## src/autrf_cfg.svh

```systemverilog
// Purpose: offsets, field positions, codes and sizes of the framer
// Assumes: included by bare name, definitions only
// Notes:   all byte addresses are word aligned on a 32-bit apb bus
`ifndef AUTRF_CFG_SVH
`define AUTRF_CFG_SVH
// ---------------------------------------------------------------
// register byte addresses
// ---------------------------------------------------------------
`define AUTRF_A_TXCTL 8'h00
`define AUTRF_A_TXDAT 8'h04
`define AUTRF_A_TXEND 8'h08
`define AUTRF_A_TXSTA 8'h0C
`define AUTRF_A_RXDAT 8'h10
`define AUTRF_A_RXCNT 8'h14
`define AUTRF_A_RXINF 8'h18
// ---------------------------------------------------------------
// transaction codes
// ---------------------------------------------------------------
`define AUTRF_TC_WRQ 4'h0
`define AUTRF_TC_WRB 4'h1
`define AUTRF_TC_WRS 4'h2
`define AUTRF_TC_RDQ 4'h4
`define AUTRF_TC_RDB 4'h5
`define AUTRF_TC_RSQ 4'h6
`define AUTRF_TC_RSB 4'h7
`define AUTRF_TC_LKQ 4'h9
`define AUTRF_TC_LKS 4'hB
`define AUTRF_TC_PHY 4'hE
// ---------------------------------------------------------------
// second quadlet kinds, field positions, sizes
// ---------------------------------------------------------------
`define AUTRF_PKT_CFG 2'h0
`define AUTRF_PKT_LON 2'h1
`define AUTRF_CLR_BIT 16
`define AUTRF_BCAST_NODE 6'h3F
`define AUTRF_RX_AW 6
`define AUTRF_RX_DEPTH 64
`endif

```

## src/autrf_pkg.sv

```systemverilog
// Purpose: types shared by the framer
// Assumes: nothing
// Notes:   constants live in autrf_cfg.svh
package autrf_pkg;
    // receive layout chosen from the transaction code
    typedef enum logic [1:0] {FMT_NODATA, FMT_QUAD, FMT_BLOCK, FMT_NONE} autrf_fmt_t;
    // receive entry phase
    typedef enum logic [1:0] {RXP_IDLE, RXP_HDR, RXP_PAY, RXP_SKIP} autrf_rxph_t;
    // one quadlet on its way to the link core
    typedef struct packed {
        logic [31:0] data;
        logic first;
        logic last;
        logic crc_en;
    } autrf_txq_t;
    // state of the framer, all but the receive buffer
    typedef struct packed {
        logic [31:0] prdata;
        logic pslverr;
        autrf_txq_t txq;
        logic tx_full;
        logic tx_unf;
        logic [1:0] tx_idx;
        logic [31:0] tx_q2;
        logic [1:0] tx_kind;
        logic tx_inv_bad;
        logic cfg_root;
        logic [5:0] cfg_target;
        logic cfg_gap;
        logic [5:0] cfg_gapcnt;
        logic gap_pend;
        autrf_rxph_t rx_ph;
        autrf_fmt_t rx_fmt;
        logic [1:0] rx_idx;
        logic [14:0] rx_left;
        logic [6:0] rx_cnt;
        logic [5:0] rx_wp;
        logic [5:0] rx_rp;
        logic rx_ovf;
        logic rx_bad;
        logic [1:0] rx_retry;
        logic [3:0] rx_tcode;
        logic [15:0] rx_ext;
        logic rx_bcast;
        logic rx_local;
        logic [1:0] rx_spd;
        logic [3:0] rx_ack;
    } autrf_state_t;
endpackage

```

## src/autrf_framer.sv

```systemverilog
// Purpose: unformatted transmit path and asynchronous receive sorter
// Assumes: link core runs on SYS_CLK; apb master per amba apb
// Notes:   rx buffer read one word per apb read of the data register
//
// Our own choices: register access over APB and the placing of the registers.
`include "autrf_cfg.svh"
`timescale 1ns/1ps
`default_nettype none
module autrf_framer #(
    parameter int RX_DEPTH = `AUTRF_RX_DEPTH // receive buffer words
) (
    input wire logic SYS_CLK,
    input wire logic SYS_RST,
    input wire logic PSEL,
    input wire logic PENABLE,
    input wire logic PWRITE,
    input wire logic [7:0] PADDR,
    input wire logic [31:0] PWDATA,
    output logic [31:0] PRDATA,
    output logic PREADY,
    output logic PSLVERR,
    output logic [31:0] TX_DATA,
    output logic TX_VALID,
    output logic TX_FIRST,
    output logic TX_LAST,
    output logic TX_CRC_EN,
    input wire logic TX_READY,
    input wire logic BUS_RESET,
    input wire logic RX_VALID,
    input wire logic RX_FIRST,
    input wire logic [31:0] RX_DATA,
    input wire logic RX_END,
    input wire logic [1:0] RX_SPEED,
    input wire logic [3:0] RX_ACK
);
    // ---------------------------------------------------------------
    // elaboration check
    // ---------------------------------------------------------------
    // pointers are six bits wide, so the buffer cannot grow past 64
    if (RX_DEPTH < 8 || RX_DEPTH > `AUTRF_RX_DEPTH) begin : g_bad_depth
        $error("RX_DEPTH must lie between 8 and 64");
    end

    // ---------------------------------------------------------------
    // state and buffer
    // ---------------------------------------------------------------
    autrf_pkg::autrf_state_t s; // registered state
    autrf_pkg::autrf_state_t next_s; // next state
    logic [31:0] rx_mem [0:RX_DEPTH-1]; // receive entries
    logic mem_we; // buffer write strobe
    logic [31:0] mem_wd; // buffer write word
    logic pop; // apb read drained one word
    logic setup; // apb setup cycle
    logic done; // apb access completes
    logic tx_addr; // address of a tx quadlet register
    logic mapped; // address decodes
    logic rx_full; // buffer has no room
    logic [15:0] rx_len; // data length of 4th quadlet
    logic [16:0] len_sum; // length rounded to words
    logic [5:0] last_ptr; // highest pointer value

    // apb phase decode
    assign setup = PSEL && !PENABLE;
    assign tx_addr = PADDR == `AUTRF_A_TXCTL || PADDR == `AUTRF_A_TXDAT
        || PADDR == `AUTRF_A_TXEND;
    assign mapped = tx_addr || PADDR == `AUTRF_A_TXSTA || PADDR == `AUTRF_A_RXDAT
        || PADDR == `AUTRF_A_RXCNT || PADDR == `AUTRF_A_RXINF;
    // a tx write waits while the holding quadlet is still unsent
    assign PREADY = !(PSEL && PENABLE && PWRITE && tx_addr && s.tx_full);
    assign done = PSEL && PENABLE && PREADY;
    assign pop = done && !PWRITE && PADDR == `AUTRF_A_RXDAT && s.rx_cnt != 7'h00;
    // count is a bit wider than the pointers, so full is exact
    assign rx_full = s.rx_cnt == 7'(RX_DEPTH);
    assign rx_len = RX_DATA[31:16];
    // byte length rounded up to whole quadlets
    assign len_sum = {1'b0, rx_len} + 17'h0_0003;
    assign last_ptr = 6'(RX_DEPTH - 1);

    // ---------------------------------------------------------------
    // outputs
    // ---------------------------------------------------------------
    assign PRDATA = s.prdata;
    assign PSLVERR = s.pslverr;
    assign TX_DATA = s.txq.data;
    assign TX_VALID = s.tx_full;
    assign TX_FIRST = s.txq.first;
    assign TX_LAST = s.txq.last;
    assign TX_CRC_EN = s.txq.crc_en;

    // ---------------------------------------------------------------
    // next state
    // ---------------------------------------------------------------
    always_comb begin
        next_s = s;
        mem_we = 1'b0;
        mem_wd = 32'h0000_0000;
        // read data is captured in setup so it comes from a flop
        if (setup) begin
            next_s.pslverr = !mapped;
            next_s.prdata = 32'h0000_0000;
            if (!PWRITE) begin
                case (PADDR)
                    `AUTRF_A_TXSTA: begin
                        next_s.prdata = {12'h000, s.gap_pend, s.cfg_gapcnt, s.cfg_gap,
                            s.cfg_target, s.cfg_root, s.tx_inv_bad, s.tx_kind,
                            s.tx_unf, s.tx_full};
                    end
                    `AUTRF_A_RXDAT: begin
                        // empty buffer reads as zero
                        if (s.rx_cnt != 7'h00) begin
                            next_s.prdata = rx_mem[s.rx_rp];
                        end
                    end
                    `AUTRF_A_RXCNT: begin
                        next_s.prdata = {15'h0000, s.rx_ovf, 9'h000, s.rx_cnt};
                    end
                    `AUTRF_A_RXINF: begin
                        // only 15 ext bits fit the word
                        next_s.prdata = {s.rx_ext[14:0], s.rx_spd, s.rx_local, s.rx_bcast,
                            s.rx_bad, s.rx_ack, s.rx_tcode, s.rx_retry, s.rx_fmt};
                    end
                    default: begin
                        next_s.prdata = 32'h0000_0000;
                    end
                endcase
            end
        end
        // link took the holding quadlet
        if (s.tx_full && TX_READY) begin
            next_s.tx_full = 1'b0;
        end
        // bus reset makes the sent gap count live, so it is no longer pending
        if (BUS_RESET) begin
            next_s.gap_pend = 1'b0;
        end
        // software clears the overflow flag by writing one
        if (done && PWRITE && PADDR == `AUTRF_A_RXCNT && PWDATA[`AUTRF_CLR_BIT]) begin
            next_s.rx_ovf = 1'b0;
        end
        // tx quadlet writes
        if (done && PWRITE && tx_addr) begin
            next_s.tx_full = 1'b1;
            next_s.txq.data = PWDATA;
            next_s.txq.first = PADDR == `AUTRF_A_TXCTL;
            next_s.txq.last = PADDR == `AUTRF_A_TXEND;
            if (PADDR == `AUTRF_A_TXCTL) begin
                // control quadlet: tcode E marks an unformatted packet
                next_s.tx_unf = PWDATA[7:4] == `AUTRF_TC_PHY;
                next_s.txq.crc_en = PWDATA[7:4] != `AUTRF_TC_PHY;
                next_s.tx_idx = 2'h1;
            end else begin
                next_s.txq.crc_en = !s.tx_unf;
                if (s.tx_idx != 2'h3) begin
                    next_s.tx_idx = s.tx_idx + 2'h1;
                end
                if (s.tx_unf && s.tx_idx == 2'h1) begin
                    // second quadlet: watched only, never altered
                    next_s.tx_q2 = PWDATA;
                    next_s.tx_kind = PWDATA[31:30];
                    next_s.cfg_target = PWDATA[29:24];
                    next_s.cfg_root = PWDATA[31:30] == `AUTRF_PKT_CFG && PWDATA[23];
                    next_s.cfg_gap = PWDATA[31:30] == `AUTRF_PKT_CFG && PWDATA[22];
                    next_s.cfg_gapcnt = PWDATA[21:16];
                    if (PWDATA[31:30] == `AUTRF_PKT_CFG && PWDATA[22]) begin
                        next_s.gap_pend = 1'b1;
                    end
                end
                if (s.tx_unf && s.tx_idx == 2'h2) begin
                    // core adds no inverse; flag a host that forgot it
                    next_s.tx_inv_bad = PWDATA != ~s.tx_q2;
                end
            end
        end
        // receive side, one quadlet per cycle
        if (RX_VALID && RX_FIRST) begin
            next_s.rx_tcode = RX_DATA[7:4];
            next_s.rx_retry = RX_DATA[9:8];
            next_s.rx_bcast = RX_DATA[21:16] == `AUTRF_BCAST_NODE;
            next_s.rx_local = RX_DATA[31:22] == 10'h000;
            next_s.rx_ext = 16'h0000;
            next_s.rx_idx = 2'h1;
            next_s.rx_bad = 1'b0;
            next_s.rx_ph = autrf_pkg::RXP_HDR;
            case (RX_DATA[7:4])
                `AUTRF_TC_RDQ, `AUTRF_TC_WRS: begin
                    next_s.rx_fmt = autrf_pkg::FMT_NODATA;
                end
                `AUTRF_TC_WRQ, `AUTRF_TC_RSQ, `AUTRF_TC_RDB: begin
                    next_s.rx_fmt = autrf_pkg::FMT_QUAD;
                end
                `AUTRF_TC_LKQ, `AUTRF_TC_LKS, `AUTRF_TC_WRB, `AUTRF_TC_RSB: begin
                    next_s.rx_fmt = autrf_pkg::FMT_BLOCK;
                end
                default: begin
                    // unknown layout: nothing of it is stored
                    next_s.rx_fmt = autrf_pkg::FMT_NONE;
                    next_s.rx_bad = 1'b1;
                    next_s.rx_ph = autrf_pkg::RXP_SKIP;
                end
            endcase
            if (next_s.rx_fmt != autrf_pkg::FMT_NONE) begin
                mem_we = 1'b1;
                mem_wd = RX_DATA;
            end
        end else if (RX_VALID) begin
            case (s.rx_ph)
                autrf_pkg::RXP_HDR: begin
                    // source id and offset or rcode kept as received
                    mem_we = 1'b1;
                    mem_wd = RX_DATA;
                    next_s.rx_idx = s.rx_idx + 2'h1;
                    if (s.rx_fmt == autrf_pkg::FMT_NODATA && s.rx_idx == 2'h2) begin
                        next_s.rx_ph = autrf_pkg::RXP_SKIP;
                    end else if (s.rx_idx == 2'h3) begin
                        next_s.rx_ph = autrf_pkg::RXP_SKIP;
                        if (s.rx_fmt == autrf_pkg::FMT_BLOCK) begin
                            next_s.rx_ext = RX_DATA[15:0];
                            next_s.rx_left = len_sum[16:2];
                            if (rx_len != 16'h0000) begin
                                next_s.rx_ph = autrf_pkg::RXP_PAY;
                            end
                        end
                    end
                end
                autrf_pkg::RXP_PAY: begin
                    // payload stored word for word, no byte swap
                    mem_we = 1'b1;
                    mem_wd = RX_DATA;
                    next_s.rx_left = s.rx_left - 15'h0001;
                    if (s.rx_left == 15'h0001) begin
                        next_s.rx_ph = autrf_pkg::RXP_SKIP;
                    end
                end
                default: begin
                    // extra quadlets, e.g. crc words, are dropped
                    mem_we = 1'b0;
                end
            endcase
        end else if (RX_END && s.rx_ph != autrf_pkg::RXP_IDLE) begin
            next_s.rx_ph = autrf_pkg::RXP_IDLE;
            next_s.rx_spd = RX_SPEED;
            next_s.rx_ack = RX_ACK;
            if (s.rx_fmt != autrf_pkg::FMT_NONE) begin
                mem_we = 1'b1;
                mem_wd = {14'h0000, RX_SPEED, 12'h000, RX_ACK};
            end
        end
        // overflow drops the word; the flag set wins over a clear
        if (mem_we && rx_full) begin
            mem_we = 1'b0;
            next_s.rx_ovf = 1'b1;
        end
        // write pointer wraps at the last entry
        if (mem_we) begin
            next_s.rx_wp = (s.rx_wp == last_ptr) ? 6'h00 : s.rx_wp + 6'h01;
        end
        // read pointer moves on a completed read only
        if (pop) begin
            next_s.rx_rp = (s.rx_rp == last_ptr) ? 6'h00 : s.rx_rp + 6'h01;
        end
        // a push and a pop together keep the count
        next_s.rx_cnt = s.rx_cnt + {6'h00, mem_we} - {6'h00, pop};
    end

    // ---------------------------------------------------------------
    // state register
    // ---------------------------------------------------------------
    // one bank of flops, cleared as a whole
    always_ff @(posedge SYS_CLK or posedge SYS_RST) begin
        if (SYS_RST) begin
            s <= '0;
        end else begin
            s <= next_s;
        end
    end

    // buffer has no reset; only written words are ever read
    always_ff @(posedge SYS_CLK) begin
        if (mem_we) begin
            rx_mem[s.rx_wp] <= mem_wd;
        end
    end

    // strobes for the transmit checks
    logic ctl_wr; // control quadlet accepted
    logic q2_wr; // second unformatted quadlet accepted
    assign ctl_wr = done && PWRITE && PADDR == `AUTRF_A_TXCTL;
    assign q2_wr = done && PWRITE && tx_addr && !ctl_wr && s.tx_unf && s.tx_idx == 2'h1;
endmodule // autrf_framer
`default_nettype wire

```

## config.mk

```make
export PLATFORM = sky130hd
export DESIGN_NAME = autrf_framer
export DESIGN_NICKNAME = d
export VERILOG_FILES = /design/src/autrf_pkg.sv /design/src/autrf_framer.sv
export VERILOG_INCLUDE_DIRS = /design/src /design/src/src
export SDC_FILE = /design/constraint.sdc
export NUM_CORES = 2
export LEC_CHECK = 0
export BUFFER_PORTS_ARGS = -buffer_cell sky130_fd_sc_hd__buf_2
export CAP_MARGIN = 25
export CORE_MARGIN = 5
export CORE_UTILIZATION = 42
export CTS_BUF_LIST = sky130_fd_sc_hd__clkbuf_8 sky130_fd_sc_hd__clkbuf_16
export CTS_CLUSTER_DIAMETER = 30
export CTS_CLUSTER_SIZE = 12
export DETAILED_ROUTE_END_ITERATION = 12
export GPL_TIMING_DRIVEN = 0
export SETUP_SLACK_MARGIN = 0.2
export SKIP_LAST_GASP = 1
export SYNTH_ARGS = -nofsm -noshare
export SYNTH_HDL_FRONTEND = slang
export SYNTH_SLANG_ARGS = --single-unit
```

## constraint.sdc

```tcl
create_clock -name SYS_CLK -period 5.8 [get_ports SYS_CLK]
set_input_delay 0.29 -clock SYS_CLK [delete_from_list [all_inputs] [get_ports SYS_CLK]]
set_output_delay 0.29 -clock SYS_CLK [all_outputs]
set_load 0.01 [all_outputs]
```

==> qor.txt <==
Sequential share of the synthesized area: 74.9%
RSZ-0062 raised after global routing: false
Worst Tran Pin Value: 1440 ps
CP Capture Type: flip-flop
Final ANT Viol Nets: 0
Startpoint types: flip-flop
Area of the multi-input gates: 0.0209 sq mm
Synth Net Count: 4420
FF-to-FF Start: s[33]
XOR/XNOR share of the synthesized area: 0.577%
Max Root-Sink Buffers: 4
Mapped Cells: 4310
Post-synth top area cell: edfxtp_1
Final setup vio count: 0
Dpl hpwl: 207000 um
FP Rows: 168
Commonest cells post-synth: edfxtp_1 (2048), mux4_2 (543), nand2_1 (219)
Register-to-Register Setup Slack: 540 ps
WP buf/inv: 5
Die Ht: 468 um
Reg power frac: 40.1%
Routed WL: 307000 um
Largest fanout on the critical path: 10
Clock Sink Count: 2227
Worst vdd rail ir drop: 0.000379 V
Fin crit share: 90.6%
CTS root buf: clkbuf_16
CP dominant cell by count: buf_2
Post-CTS Setup Bufs: 0
DIE AREA: 0.219 sq mm
Placed inst area: 0.0967 sq mm
CTS tree: built
Power Density: 418 mW/mm^2
EDFF count, synth: 2048
Delay-heaviest family, CP: buffers and inverters
Register area: 0.0660 sq mm
Worst slew margin: 3.80%
Skew final: 78.1 ps
GRT Residual Overflow: 0
GRT Total Usage: 27.8%
Initial Util: 42.1%
Vias per inst: 6.15
Leak Pwr: 39.0 nW
Synth-to-Final Area Change: 27.6%
DR DRC count: 0
Async SR Flop Fraction: 8.04%
Port Buf Inserts: 152
Ys Warns: 0
HP Start: TX_READY
Drt first pass iters: 6
Worst-case hold path end point: TX_VALID
Initial antenna violation count: 7
WS Path Type: flip-flop to flip-flop
Hold Path Class: primary input to flip-flop
Mean routed wirelength per cell: 36.9 um
Cell Chain, Critical Path: buf_4 > buf_2 > buf_2 > buf_2 > buf_2 > mux4_2 > a222oi_1 > o21ai_0
Achievable Freq: 190 MHz
Sw Pwr: 10.8 mW
Largest net degree at the start of global routing: 103
Most instantiated library cell after synthesis: edfxtp_1
Synth Area in Adders: 0.321%
Vias in the first global route: 50700
Fillcell total: 15900
Hold Crit Depth: 3
Final Hold Fails: 0
Die X-Extent: 468 um
Largest family of logic cells by synthesized area: multiplexers
Crit-path max cell delay: 1120 ps
CTS buffer count: 423
R2R cell count: 8
Top cell type's share of synthesized area: 69.8%
Worst Path Required: 6570 ps
Top_reg_cell synth: edfxtp_1
Core area: 0.209 sq mm
Final slew viol count: 0
GP Congestion: 0.908
Post-synthesis mux area share: 16.4%
Period minus WS final: 5260 ps
Via count: 51300
Count of cell types in the netlist: 78
Worst-path clk slew: 50 ps
Slowest CP cell: a222oi_1
Fin area: 0.112 sq mm
Status: finished, final reports clean
Combinational Power Share: 7.4%
H-tree depth: 5
Simple-gate share of the synthesized area: 2.99%
Layout Nets: 5294
Largest cells by area after synthesis: edfxtp_1 (70%), mux4_2 (14%), dfrtp_1 (5.1%), mux2i_1 (1.8%), nand2_1 (0.93%)
Synthesized area: 0.0881 sq mm
Crit path arrival time: 6030 ps
Clock network power share: 52.5%
#FFs+latches synth: 2227
R2R Path End: PRDATA[8]
Top Ports: 158
Final worst slack: 543 ps
DR iter-0 viols: 8113
Post-synthesis compound-gate area fraction: 2.82%
# Max-Cap Violations: 0
Layout cell share with drive strength beyond 1: 34.9%
Sw Share: 23.1%
Global-route wire length before repair: 417000 um
Clk_lat worst skew: 980 ps
Place WS: 543 ps
Power Internal: 36.1 mW
Final core utilization: 53.7%
Total power: 46.9 mW
Syn_area_per_cell: 20.4 sq um
-- sequential cells by signal, indices dropped and copies added (netlist names) --
register and cells:
PSLVERR 1, TX_LAST 1, TX_FIRST 1, rx_mem 2048, TX_VALID 1, TX_DATA 32
TX_CRC_EN 1, s 110, PRDATA 32
-- power groups by stage --
stage          clock (mW)  sequential [mW]  combinational (mW)
2_1_floorplan           0             19.1                1.61
3_3_place_gp            0             19.2                2.71
3_5_place_dp            0             19.1                3.26
4_1_cts              24.7             18.8                3.37
5_1_grt              25.6             18.8                3.59
6_report             24.7             18.8                3.45
-- per-stage QoR --
stage | TNS (ps) | cells | hold WS, ps
after global placement | -3873100 | 7267 | 456
after CTS | 0 | 8323 | 1.31
final | 0 | 8336 | 46.2
after global routing | 0 | 8333 | 47.7
after floorplan | 0 | 4310 | 379
after detailed placement | 0 | 7447 | 413
-- cells by family after synthesis --
group / after synthesis
flip-flops: 2227
AND/OR/NAND/NOR: 561
buffers and inverters: 330
multiplexers: 745
AO/OA/AOI/OAI: 367
adder cells (fa/ha/maj): 22
XOR/XNOR: 58
-- routing by layer --
metal	global-route usage, %	part of all wire [%]
met2	42.1	45
met3	7.45	12
met4	14.7	6.2
met1	37.0	36
met5	0	0
-- cells in the final DEF, fill, tap and decap left out, drive strengths merged, types with 17 or more instances in the layout --
cell	netlist	layout
o21ai	88	88
nand4	19	19
clkbuf	92	531
inv	35	101
and2	35	35
xnor2	17	17
nor2	139	139
buf	201	541
a22o	18	18
mux4	543	543
edfxtp	2048	2048
ha	21	21
mux2i	155	155
xor2	41	41
nand3	46	46
dlygate4sd3	0	108
nand2	219	219
mux2	47	47
clkinvlp	0	47
nor3	20	20
o22ai	23	23
bufinv	0	65
dfrtp	179	179
clkinv	2	154
a22oi	62	62
a21oi	54	54
-- worst max-delay path by stage --
stage	start	endpoint	slack, ps	cells past startpoint
floorplan	SYS_RST	PRDATA[0]	650	1
global placement	s[70]	rx_mem[42][7]	-2410	9
detailed placement	s[33]	PRDATA[18]	540	8
CTS	s[33]	PRDATA[18]	530	8
global route	s[33]	PRDATA[8]	610	8
finish	s[33]	PRDATA[8]	540	8
-- tightest hold or removal path, stage by stage --
cell and delay, ps:
dlygate4sd3_1 510, buf_2 100, o21ai_0 60
-- cell type report --
cell class	count	area share, %
Sequential cell	2227	58.7
Tap cell	2805	3.12
Antenna cell	4	0.00891
Inverter	37	0.130
Multi-Input combinational cell	1753	18.6
Clock inverter	330	3.19
Clock buffer	438	9.66
Buffer	293	1.44
Timing Repair Buffer	449	5.13
-- timing repair --
| action | CTS | global route |
|---|---|---|
| gates resized for setup | 0 | 0 |
| endpoints found under the hold margin | 403 | 0 |
| hold buffers | 108 | 0 |
No activity file was read; power rests on OpenSTA's default activity.
